`src/ierr_pkg.sv`:
```
// Constants, offsets and types for the internal error mask register block
`default_nettype none

package ierr_pkg;

  // ****************************************************************
  // Bus geometry
  // ****************************************************************
  localparam int ADDR_W = 12;                     // Byte address width
  localparam int DATA_W = 32;                     // Register data width
  localparam int STRB_W = 4;                      // Byte lanes
  localparam int ERR_W  = 19;                     // Implemented error bits 18..0
  localparam int IRQ_W  = 2;                      // Interrupt event bits

  // ****************************************************************
  // Register byte offsets
  // ****************************************************************
  localparam logic [ADDR_W-1:0] STATUS_OFS     = 12'h484; // internal_error_status
  localparam logic [ADDR_W-1:0] MASK_OFS       = 12'h488; // internal_error_report_mask
  localparam logic [ADDR_W-1:0] IRQ_STATUS_OFS = 12'h4a0; // Interrupt event status
  localparam logic [ADDR_W-1:0] IRQ_MASK_OFS   = 12'h4a4; // Interrupt event mask

  // ****************************************************************
  // Reset values and field layout
  // ****************************************************************
  localparam logic [DATA_W-1:0] REG_RESET  = 32'h0000_0000; // All unmasked, all clear
  localparam logic [DATA_W-1:0] VALID_BITS = 32'h0007_fff7; // Bit 3, 31..19 reserved
  localparam logic [IRQ_W-1:0]  IRQ_RESET  = 2'h0;          // Interrupt regs after reset

  // Field positions, shared by status and mask
  localparam int INGRESS_POSTED_TIMEOUT_BIT     = 0;
  localparam int INGRESS_COMPLETION_TIMEOUT_BIT = 2;
  localparam int RESERVED_BIT                   = 3;
  localparam int EGRESS_POSTED_TIMEOUT_BIT      = 4;
  localparam int EGRESS_COMPLETION_TIMEOUT_BIT  = 6;
  localparam int INGRESS_DATA_SINGLE_ECC_BIT    = 7;
  localparam int INGRESS_CTRL_DOUBLE_ECC_BIT    = 10;
  localparam int EGRESS_DATA_SINGLE_ECC_BIT     = 11;
  localparam int EGRESS_CTRL_DOUBLE_ECC_BIT     = 14;
  localparam int END_TO_END_PARITY_BIT          = 15;
  localparam int UNRELIABLE_LINK_BIT            = 16;
  localparam int REPLAY_CTRL_SINGLE_ECC_BIT     = 17;
  localparam int REPLAY_CTRL_DOUBLE_ECC_BIT     = 18;

  // Interrupt event positions
  localparam int IRQ_REPORT_BIT = 0;              // A new unmasked report started
  localparam int IRQ_MASKED_BIT = 1;              // An error was captured while masked

  // ****************************************************************
  // Bus answers and handshake states
  // ****************************************************************
  localparam logic [1:0] RESP_OKAY   = 2'h0;
  localparam logic [1:0] RESP_SLVERR = 2'h2;

  typedef enum logic [1:0] {
    WR_IDLE = 2'b00,
    WR_TAKE = 2'b01,
    WR_RESP = 2'b11
  } wr_state_t;

  typedef enum logic [1:0] {
    RD_IDLE = 2'b00,
    RD_TAKE = 2'b01,
    RD_RESP = 2'b11
  } rd_state_t;

endpackage

`default_nettype wire

```
`src/err_bank_if.sv`:
```
// Connection between the bus front end and the sticky error bit bank
`default_nettype none

interface err_bank_if;
  import ierr_pkg::*;

  logic              mask_wr;    // One-cycle mask write strobe
  logic [DATA_W-1:0] wr_data;    // Write data, reserved bits stripped; lanes gated by wr_bits
  logic [DATA_W-1:0] wr_bits;    // Bits covered by the byte strobes
  logic [DATA_W-1:0] status_clr; // Write-one-to-clear pattern
  logic [DATA_W-1:0] err_set;    // Error detect pulses
  logic [DATA_W-1:0] mask;       // Current mask register
  logic [DATA_W-1:0] status;     // Current status register

  modport ctrl (output mask_wr, wr_data, wr_bits, status_clr, err_set,
                input  mask, status);
  modport bank (input  mask_wr, wr_data, wr_bits, status_clr, err_set,
                output mask, status);
endinterface

`default_nettype wire

```
`src/error_bit_bank.sv`:
```
// Sticky per-error status and mask bits, one slice per error type
`default_nettype none

module error_bit_bank (
  // Clock and reset
  input wire logic clk_sys,
  input wire logic rst_n,
  // Front end
  err_bank_if.bank bus
);
  import ierr_pkg::*;

  // ****************************************************************
  // Bit slices
  // ****************************************************************
  // Only power-on reset reaches these flops; a soft reset never does,
  // which is what keeps them sticky.
  genvar i;
  generate
    for (i = 0; i < DATA_W; i++) begin : g_bit
      if (VALID_BITS[i]) begin : g_live
        // Mask: plain read-write bit
        always_ff @(posedge clk_sys or negedge rst_n) begin
          if (!rst_n) begin
            bus.mask[i] <= REG_RESET[i];
          end else if (bus.mask_wr && bus.wr_bits[i]) begin
            bus.mask[i] <= bus.wr_data[i];
          end
        end

        // Status: capture is independent of the mask, set beats clear
        always_ff @(posedge clk_sys or negedge rst_n) begin
          if (!rst_n) begin
            bus.status[i] <= REG_RESET[i];
          end else begin
            bus.status[i] <= bus.err_set[i] | (bus.status[i] & ~bus.status_clr[i]);
          end
        end

        status_set_a: assert property (@(posedge clk_sys) disable iff (!rst_n)
          bus.err_set[i] |=> bus.status[i])
          else $error("status bit missed its error event");

        status_clear_a: assert property (@(posedge clk_sys) disable iff (!rst_n)
          bus.status_clr[i] && !bus.err_set[i] |=> !bus.status[i])
          else $error("status bit survived write-one clear");
      end else begin : g_rsvd
        // Reserved positions have no storage and read zero
        assign bus.mask[i]   = 1'b0;
        assign bus.status[i] = 1'b0;
      end
    end
  endgenerate

endmodule

`default_nettype wire

```
`src/internal_error_report_mask.sv`:
```
// AXI4-Lite register block gating captured internal errors onto the report
// Contract
// - Set mask bit blocks that error's report
// - Masking never changes capture or clearing
// - Mask fields read-write, reset zero, sticky
// - Bits 4-6 mask egress timeouts
// - Bits 7-10 mask ingress ECC errors
// - Bits 11-14 mask egress ECC errors
// - Bit 15 parity, bit 16 unreliable link
// - Bits 17-18 mask replay ECC errors
// - Bits 0-2 ingress timeouts, bit 3 zero
// - Status set by error, cleared writing one
`default_nettype none

module internal_error_report_mask (
  // Clock and reset
  input  wire logic                      CLK_SYS,
  input  wire logic                      RST_N,
  input  wire logic                      SOFT_RST,
  // Error detectors
  input  wire logic [ierr_pkg::ERR_W-1:0] ERR_DETECT,
  // AXI4-Lite write address and data
  input  wire logic                      AWVALID,
  output logic                           AWREADY,
  input  wire logic [ierr_pkg::ADDR_W-1:0] AWADDR,
  input  wire logic                      WVALID,
  output logic                           WREADY,
  input  wire logic [ierr_pkg::DATA_W-1:0] WDATA,
  input  wire logic [ierr_pkg::STRB_W-1:0] WSTRB,
  // AXI4-Lite write response
  output logic                           BVALID,
  input  wire logic                      BREADY,
  output logic [1:0]                     BRESP,
  // AXI4-Lite read
  input  wire logic                      ARVALID,
  output logic                           ARREADY,
  input  wire logic [ierr_pkg::ADDR_W-1:0] ARADDR,
  output logic                           RVALID,
  input  wire logic                      RREADY,
  output logic [ierr_pkg::DATA_W-1:0]    RDATA,
  output logic [1:0]                     RRESP,
  // Error reporting side
  output logic [ierr_pkg::ERR_W-1:0]     REPORT_VEC,
  output logic                           INTERNAL_ERR_REPORT,
  // Interrupt
  output logic                           IRQ
);
  import ierr_pkg::*;

  // ****************************************************************
  // Declarations
  // ****************************************************************
  wr_state_t         wr_state;        // Write handshake state
  rd_state_t         rd_state;        // Read handshake state
  logic              wr_fire;         // Write is performed this cycle
  logic              wr_hit_status;   // Write targets status
  logic              wr_hit_mask;     // Write targets mask
  logic              wr_hit_irq_sts;  // Write targets interrupt status
  logic              wr_hit_irq_msk;  // Write targets interrupt mask
  logic              wr_mapped;       // Write address decodes
  logic [DATA_W-1:0] byte_bits;       // Byte strobes widened to bits
  logic [DATA_W-1:0] next_rdata;      // Read mux result
  logic              rd_mapped;       // Read address decodes
  logic [ERR_W-1:0]  next_report_vec; // Unmasked, captured errors
  logic [IRQ_W-1:0]  irq_status;      // Sticky interrupt events
  logic [IRQ_W-1:0]  irq_mask;        // Interrupt enables, one per event
  logic [IRQ_W-1:0]  irq_set;         // Interrupt events this cycle
  logic [IRQ_W-1:0]  irq_clr;         // Interrupt write-one clears
  logic [IRQ_W-1:0]  next_irq_status; // Interrupt status after this edge
  logic [IRQ_W-1:0]  next_irq_mask;   // Interrupt mask after this edge

  err_bank_if bank_if ();

  // ****************************************************************
  // Sticky bit bank
  // ****************************************************************
  error_bit_bank u_bank (
    .clk_sys (CLK_SYS),
    .rst_n   (RST_N),
    .bus     (bank_if.bank)
  );

  // ****************************************************************
  // Write decode
  // ****************************************************************
  // Address and data are sampled in WR_TAKE, the handshake cycle, while the
  // master still holds them, so no holding register is needed.
  always_comb begin
    wr_fire        = (wr_state == WR_TAKE);
    wr_hit_status  = (AWADDR[ADDR_W-1:2] == STATUS_OFS[ADDR_W-1:2]);
    wr_hit_mask    = (AWADDR[ADDR_W-1:2] == MASK_OFS[ADDR_W-1:2]);
    wr_hit_irq_sts = (AWADDR[ADDR_W-1:2] == IRQ_STATUS_OFS[ADDR_W-1:2]);
    wr_hit_irq_msk = (AWADDR[ADDR_W-1:2] == IRQ_MASK_OFS[ADDR_W-1:2]);
    wr_mapped      = wr_hit_status | wr_hit_mask | wr_hit_irq_sts | wr_hit_irq_msk;
    byte_bits      = {{8{WSTRB[3]}}, {8{WSTRB[2]}}, {8{WSTRB[1]}}, {8{WSTRB[0]}}};
  end

  // Drive the bank; reserved bits are stripped here and in the bank
  always_comb begin
    bank_if.mask_wr    = wr_fire & wr_hit_mask;
    bank_if.wr_data    = WDATA & VALID_BITS;
    bank_if.wr_bits    = byte_bits & VALID_BITS;
    bank_if.status_clr = (wr_fire & wr_hit_status) ? (WDATA & byte_bits & VALID_BITS)
                                                   : REG_RESET;
    bank_if.err_set    = {{(DATA_W-ERR_W){1'b0}}, ERR_DETECT} & VALID_BITS;
  end

  // ****************************************************************
  // Write handshake
  // ****************************************************************
  // Both channels are taken together: the slave waits for address and data,
  // then raises both readies for exactly one cycle.
  always_ff @(posedge CLK_SYS or negedge RST_N) begin
    if (!RST_N) begin
      wr_state <= WR_IDLE;
      AWREADY  <= 1'b0;
      WREADY   <= 1'b0;
      BVALID   <= 1'b0;
      BRESP    <= RESP_OKAY;
    end else begin
      unique case (wr_state)
        WR_IDLE: begin
          // Wait for both halves of the write
          if (AWVALID && WVALID) begin
            wr_state <= WR_TAKE;
            AWREADY  <= 1'b1;
            WREADY   <= 1'b1;
          end
        end
        WR_TAKE: begin
          // Handshake edge; the register write lands here
          wr_state <= WR_RESP;
          AWREADY  <= 1'b0;
          WREADY   <= 1'b0;
          BVALID   <= 1'b1;
          BRESP    <= wr_mapped ? RESP_OKAY : RESP_SLVERR;
        end
        WR_RESP: begin
          // Hold the answer until the master takes it
          if (BREADY) begin
            wr_state <= WR_IDLE;
            BVALID   <= 1'b0;
          end
        end
      endcase
    end
  end

  // ****************************************************************
  // Read handshake and data
  // ****************************************************************
  always_comb begin
    rd_mapped  = 1'b1;
    next_rdata = REG_RESET;
    unique case (ARADDR[ADDR_W-1:2])
      STATUS_OFS[ADDR_W-1:2]:     next_rdata = bank_if.status;
      MASK_OFS[ADDR_W-1:2]:       next_rdata = bank_if.mask;
      IRQ_STATUS_OFS[ADDR_W-1:2]: next_rdata = {{(DATA_W-IRQ_W){1'b0}}, irq_status};
      IRQ_MASK_OFS[ADDR_W-1:2]:   next_rdata = {{(DATA_W-IRQ_W){1'b0}}, irq_mask};
      default:                    rd_mapped  = 1'b0;
    endcase
  end

  // Reads are side-effect free; RDATA is zero for an unmapped address
  always_ff @(posedge CLK_SYS or negedge RST_N) begin
    if (!RST_N) begin
      rd_state <= RD_IDLE;
      ARREADY  <= 1'b0;
      RVALID   <= 1'b0;
      RDATA    <= REG_RESET;
      RRESP    <= RESP_OKAY;
    end else begin
      unique case (rd_state)
        RD_IDLE: begin
          if (ARVALID) begin
            rd_state <= RD_TAKE;
            ARREADY  <= 1'b1;
          end
        end
        RD_TAKE: begin
          rd_state <= RD_RESP;
          ARREADY  <= 1'b0;
          RVALID   <= 1'b1;
          RDATA    <= next_rdata;
          RRESP    <= rd_mapped ? RESP_OKAY : RESP_SLVERR;
        end
        RD_RESP: begin
          if (RREADY) begin
            rd_state <= RD_IDLE;
            RVALID   <= 1'b0;
          end
        end
      endcase
    end
  end

  // ****************************************************************
  // Error report towards the reporting logic
  // ****************************************************************
  // One register stage: a report follows its status bit by one cycle and
  // drops one cycle after the bit is masked or cleared.
  always_comb begin
    next_report_vec = bank_if.status[ERR_W-1:0] & ~bank_if.mask[ERR_W-1:0];
  end

  always_ff @(posedge CLK_SYS or negedge RST_N) begin
    if (!RST_N) begin
      REPORT_VEC          <= '0;
      INTERNAL_ERR_REPORT <= 1'b0;
    end else begin
      REPORT_VEC          <= next_report_vec;
      INTERNAL_ERR_REPORT <= |next_report_vec;
    end
  end

  // ****************************************************************
  // Interrupt
  // ****************************************************************
  // These two registers are not sticky: a soft reset clears them, but an
  // event in the same cycle still wins.
  always_comb begin
    irq_set[IRQ_REPORT_BIT] = (|next_report_vec) & ~INTERNAL_ERR_REPORT;
    irq_set[IRQ_MASKED_BIT] = |(bank_if.err_set[ERR_W-1:0] & bank_if.mask[ERR_W-1:0]);
    irq_clr = (wr_fire && wr_hit_irq_sts) ? (WDATA[IRQ_W-1:0] & byte_bits[IRQ_W-1:0])
                                          : IRQ_RESET;
    // Set beats clear; a soft reset clears both registers
    next_irq_status = irq_set | (irq_status & ~irq_clr & ~{IRQ_W{SOFT_RST}});
    next_irq_mask   = irq_mask;
    if (SOFT_RST) begin
      next_irq_mask = IRQ_RESET;
    end else if (wr_fire && wr_hit_irq_msk && WSTRB[0]) begin
      next_irq_mask = WDATA[IRQ_W-1:0];
    end
  end

  always_ff @(posedge CLK_SYS or negedge RST_N) begin
    if (!RST_N) begin
      irq_status <= IRQ_RESET;
    end else begin
      irq_status <= next_irq_status;
    end
  end

  always_ff @(posedge CLK_SYS or negedge RST_N) begin
    if (!RST_N) begin
      irq_mask <= IRQ_RESET;
    end else begin
      irq_mask <= next_irq_mask;
    end
  end

  // Level output from the next state, so it moves with status and mask;
  // a disabled event must never raise it
  always_ff @(posedge CLK_SYS or negedge RST_N) begin
    if (!RST_N) begin
      IRQ <= 1'b0;
    end else begin
      IRQ <= |(next_irq_status & next_irq_mask);
    end
  end

  // ****************************************************************
  // Checks
  // ****************************************************************
  mask_gate_a: assert property (@(posedge CLK_SYS) disable iff (!RST_N)
    ##1 (REPORT_VEC & $past(bank_if.mask[ERR_W-1:0])) == '0)
    else $error("masked error reached the report");

  status_kept_a: assert property (@(posedge CLK_SYS) disable iff (!RST_N)
    bank_if.mask_wr && ERR_DETECT == '0 |=> $stable(bank_if.status))
    else $error("mask write disturbed status");

  mask_sticky_a: assert property (@(posedge CLK_SYS) disable iff (!RST_N)
    SOFT_RST && !bank_if.mask_wr |=> $stable(bank_if.mask))
    else $error("soft reset disturbed the mask");

  mask_readback_a: assert property (@(posedge CLK_SYS) disable iff (!RST_N)
    rd_state == RD_TAKE && ARADDR[ADDR_W-1:2] == MASK_OFS[ADDR_W-1:2]
    |=> RVALID && RDATA == $past(bank_if.mask))
    else $error("mask read returned wrong value");

  egress_timeout_a: assert property (@(posedge CLK_SYS) disable iff (!RST_N)
    ##1 REPORT_VEC[EGRESS_COMPLETION_TIMEOUT_BIT:EGRESS_POSTED_TIMEOUT_BIT] ==
    $past(bank_if.status[6:4] & ~bank_if.mask[6:4]))
    else $error("egress timeout report misrouted");

  ingress_ecc_a: assert property (@(posedge CLK_SYS) disable iff (!RST_N)
    bank_if.status[10:7] == 4'hf && bank_if.mask[10:7] == 4'h0
    |=> REPORT_VEC[INGRESS_CTRL_DOUBLE_ECC_BIT:INGRESS_DATA_SINGLE_ECC_BIT] == 4'hf)
    else $error("ingress ecc report misrouted");

  egress_ecc_a: assert property (@(posedge CLK_SYS) disable iff (!RST_N)
    bank_if.mask[14:11] == 4'hf |=>
    REPORT_VEC[EGRESS_CTRL_DOUBLE_ECC_BIT:EGRESS_DATA_SINGLE_ECC_BIT] == 4'h0)
    else $error("egress ecc report not masked");

  parity_link_a: assert property (@(posedge CLK_SYS) disable iff (!RST_N)
    ##1 REPORT_VEC[UNRELIABLE_LINK_BIT:END_TO_END_PARITY_BIT] ==
    $past(bank_if.status[16:15] & ~bank_if.mask[16:15]))
    else $error("parity or link report misrouted");

  replay_ecc_a: assert property (@(posedge CLK_SYS) disable iff (!RST_N)
    ERR_DETECT[REPLAY_CTRL_DOUBLE_ECC_BIT] && !bank_if.mask[18] ##1 !bank_if.mask[18]
    |=> REPORT_VEC[REPLAY_CTRL_DOUBLE_ECC_BIT])
    else $error("replay ecc report missing");

  ingress_timeout_a: assert property (@(posedge CLK_SYS) disable iff (!RST_N)
    |ERR_DETECT[INGRESS_COMPLETION_TIMEOUT_BIT:INGRESS_POSTED_TIMEOUT_BIT]
    |=> (bank_if.status[2:0] & $past(ERR_DETECT[2:0])) == $past(ERR_DETECT[2:0]) &&
        bank_if.mask[RESERVED_BIT] == 1'b0 && bank_if.status[RESERVED_BIT] == 1'b0)
    else $error("ingress timeout bits wrong");

  reserved_zero_a: assert property (@(posedge CLK_SYS) disable iff (!RST_N)
    bank_if.mask[DATA_W-1:ERR_W] == '0 && bank_if.status[DATA_W-1:ERR_W] == '0)
    else $error("reserved bits not zero");

endmodule

`default_nettype wire

```
`config.mk`:
```
export PLATFORM = sky130hd
export DESIGN_NAME = internal_error_report_mask
export DESIGN_NICKNAME = d
export VERILOG_FILES = /design/src/ierr_pkg.sv /design/src/err_bank_if.sv /design/src/error_bit_bank.sv /design/src/internal_error_report_mask.sv
export SDC_FILE = /design/constraint.sdc
export NUM_CORES = 1
export LEC_CHECK = 0
export BUFFER_PORTS_ARGS = -buffer_cell sky130_fd_sc_hd__buf_4
export CAP_MARGIN = 5
export CORE_MARGIN = 3
export CORE_UTILIZATION = 39
export CTS_CLUSTER_DIAMETER = 120
export CTS_CLUSTER_SIZE = 28
export DETAILED_ROUTE_END_ITERATION = 10
export GPL_TIMING_DRIVEN = 0
export HOLD_SLACK_MARGIN = 0.15
export PLACE_DENSITY = 0.63
export SYNTH_ARGS = -nofsm -noshare
export SYNTH_HDL_FRONTEND = slang
export SYNTH_HIERARCHICAL = 1
export SYNTH_SLANG_ARGS = --single-unit
```
`constraint.sdc`:
```
create_clock -name CLK_SYS -period 1.9 [get_ports CLK_SYS]
set_input_delay 0.285 -clock CLK_SYS [delete_from_list [all_inputs] [get_ports CLK_SYS]]
set_output_delay 0.285 -clock CLK_SYS [all_outputs]
set_load 0.02 [all_outputs]
```
==> out/results.txt <==
Gate Count Post-Synth: 442
Final Hold Viols: 0
Clock Tree Buf Depth: 2
Vias: 3823
Tot Pwr: 5280 uW
core area: 11700 sq um
Top-Level Pins: 149
GP Congestion: 0.778
HPWL after DPL: 9220 um
post-synth top area share: 53.9%
Tcrit/Tclk final: 97.9%
Die ar.: 13600 sq um
Yosys cell types: 44
# fillers: 1029
CP Launch Type: flop
Avg Cell Area, Syn: 10.8 sq um
row count: 39
cell area after synthesis: 4780 sq um
CTS clock-pin slew for the worst setup and hold paths: 0.07 ns
register area share after synthesis: 53.9%
crit path kind: reg -> reg
vias per cell: 4.90
TritonRoute pass-1 iters: 4
final WL: 12800 um
FMAX: 538 MHz
vias in the first global route: 3921
Nets: 719
async set-reset flop share out of synthesis: 100%
worst rel slew slack: 63.7%
shortest period the worst path allows: 1.86 ns
worst-margin pin slew: 0.544 ns
Root Buffer Master: clkbuf_16
number of synthesized register bits: 103
Total GRT Usage: 19.5%
arrival time at the worst endpoint: 2.09 ns
clk_skew: 0.00600 ns
number of flops mapped to enable cells by yosys: 0
CP required: 2.13 ns
WL per Instance: 16.4 um
RSZ-0062 raised after global routing: no
CP max FO: 3
P&R area growth vs syn: 39.0%
ANT nets after route: 0
Pwr per Cell Area: 793 nW/um^2
CTS tree: done
MaxCap Viol Count: 0
status: finished clean
Placed Instances: 739
placed cell areas: 6010 sq um
count leader, synth: dfrtp_1
clk_lat worst skew: 0.34 ns
main flop type after synthesis: dfrtp_1
Leak: 0.00308 uW
Hold WS: 0.165 ns
Inserted Diodes: 0
die width: 117 um
DR iter-0 viols: 205
CTS Buf Count: 9
final instance area: 6650 sq um
post-synth top area cell: dfrtp_1
Commonest cells post-synth: 103 x dfrtp_1, 62 x nand2_1, 37 x a22oi_1
Max rail drop VDD: 460 uV
Die Ht: 117 um
Initial Util: 40.9%
first-pass GRT wire length: 20200 um
DRC: 0
fin cells: 780
Slew Limit Fails: 0
Num Clock Sinks: 103
initial antenna violation count: 0
worst hold path type: in -> reg
count of buffers from port buffering: 126
# setup viols final: 0
synth top area cells: dfrtp_1 54%, a22oi_1 5.8%, buf_4 4.9%
Critical Path End Type: flop
gr ovfl total: 0
Yosys Warn Count: 6
largest net degree at the start of global routing: 104
H-tree Lvls: 3
share of cells above drive strength 1: 35.9%
==> flip-flops by register name, summed over array words and instances, names as in the netlist <==
signal               flops
wr_state                 2
rd_state                 2
WREADY                   1
RVALID                   1
BRESP                    1
u_bank/bus.status       18
IRQ                      1
irq_status               2
irq_mask                 2
REPORT_VEC              19
RRESP                    1
ARREADY                  1
u_bank/bus.mask         18
BVALID                   1
INTERNAL_ERR_REPORT      1
RDATA                   32
==> cells in the final DEF (no fill, tap or decap), types with 2 or more instances in the layout <==
master and instances:
nand4_1 2, mux2i_1 2, nand3_1 3, a22o_1 5, and3_1 15, conb_1 30
buf_6 3, and3_2 4, bufinv_16 2, nand2_1 62, nor2b_1 20, buf_4 159
nor2b_2 2, clkbuf_2 2, dlygate4sd3_1 21, nor2_1 10, clkbuf_16 9, mux2_4 10
nor4_2 2, a21boi_0 3, clkbuf_1 5, a21o_1 18, o21ai_0 20, buf_2 5
nand2b_1 2, a21oi_1 4, mux2_2 10, or3_4 2, nor4_4 2, o21ai_1 13
a22oi_1 37, inv_1 21, nor3_1 2, a31oi_1 5, clkinv_2 2, dfrtp_1 102
a221oi_2 2, clkbuf_8 2
==> where the power goes <==
group          switching, uW  total [uW]  internal, uW
clock                    823        2050          1230
sequential              88.7        2380          2290
combinational            484         844           359
total                   1400        5280          3880
==> what timing repair did <==
action | 4_1_cts | 5_1_grt
buffers inserted | 0 | 3
gates resized for setup | 0 | 12
endpoints found under the hold margin | 21 | 103
pin swaps | 1 | 4
endpoints found under the setup margin | 9 | 22
hold buffers | 20 | 1
==> layer usage <==
metal | wire length [um] | up-vias | global-route usage, %
li1 | - | 1859 | -
met3 | 703 | 12 | 3.21
met5 | 0 | - | 0
met4 | 170 | 0 | 6.50
met1 | 5560 | 1853 | 25.9
met2 | 6360 | 99 | 32.5
==> final timing paths <==
| check | to | from | cells past startpoint | slack, ns |
|---|---|---|---|---|
| max in group asynchronous | wr_state[1]$_DFFE_PN0P_ | RST_N | 3 | 0.94 |
| min in group asynchronous | RDATA[27]$_DFFE_PN0P_ | RST_N | 2 | 0.28 |
| hold / removal | rd_state[1]$_DFFE_PN0P_ | RREADY | 2 | 0.16 |
| hold reg to reg | RDATA[19]$_DFFE_PN0P_ | RDATA[19]$_DFFE_PN0P_ | 2 | 0.48 |
| setup reg to reg | IRQ$_DFF_PN0_ | u_bank/bus.status[0]$_DFF_PN0_ | 5 | 0.04 |
| setup / recovery | IRQ$_DFF_PN0_ | u_bank/bus.status[0]$_DFF_PN0_ | 5 | 0.04 |
==> layout make-up <==
cell class,instances,area [sq um],share of cell area [%]
sequential,103,2580,38.8
multi-input combinational,300,1950,29.2
timing repair buffer,151,1210,18.2
buffer,46,329,4.95
clock buffer,11,253,3.80
tap,143,179,2.69
clock inverter,5,78.8,1.18
inverter,21,78.8,1.18
==> per-stage QoR <==
stage	worst slack [ns]	util [%]	TNS [ns]
3_3_place_gp	-0.299	51.4	-4.81
3_5_place_dp	-0.310	51.4	-5.32
4_1_cts	0.00252	55.9	0
6_report	0.0401	56.8	0
5_1_grt	0.000294	56.8	0
2_1_floorplan	0.199	-	0
==> worst max-delay path, stage by stage (launching register included) <==
cell,delay [ns]
dfrtp_1,0.41
nor2b_1,0.17
nor4_1,0.45
a21oi_1,0.12
or3_4,0.35
a22o_1,0.25
==> logic make-up (layout without fill, tap and decap cells) <==
logic type             after synthesis  after routing  synth area share [%]
AND/OR/NAND/NOR                    138            138                  16.2
other                                2             30                 0.157
XOR/XNOR                             2              2                 0.366
buffers and inverters               67            234                  8.47
flip-flops                         103            103                  53.9
multiplexers                        22             22                  5.91
AO/OA/AOI/OAI                      108            108                  15.1
Note: power is estimated with default switching activity, not from simulation.
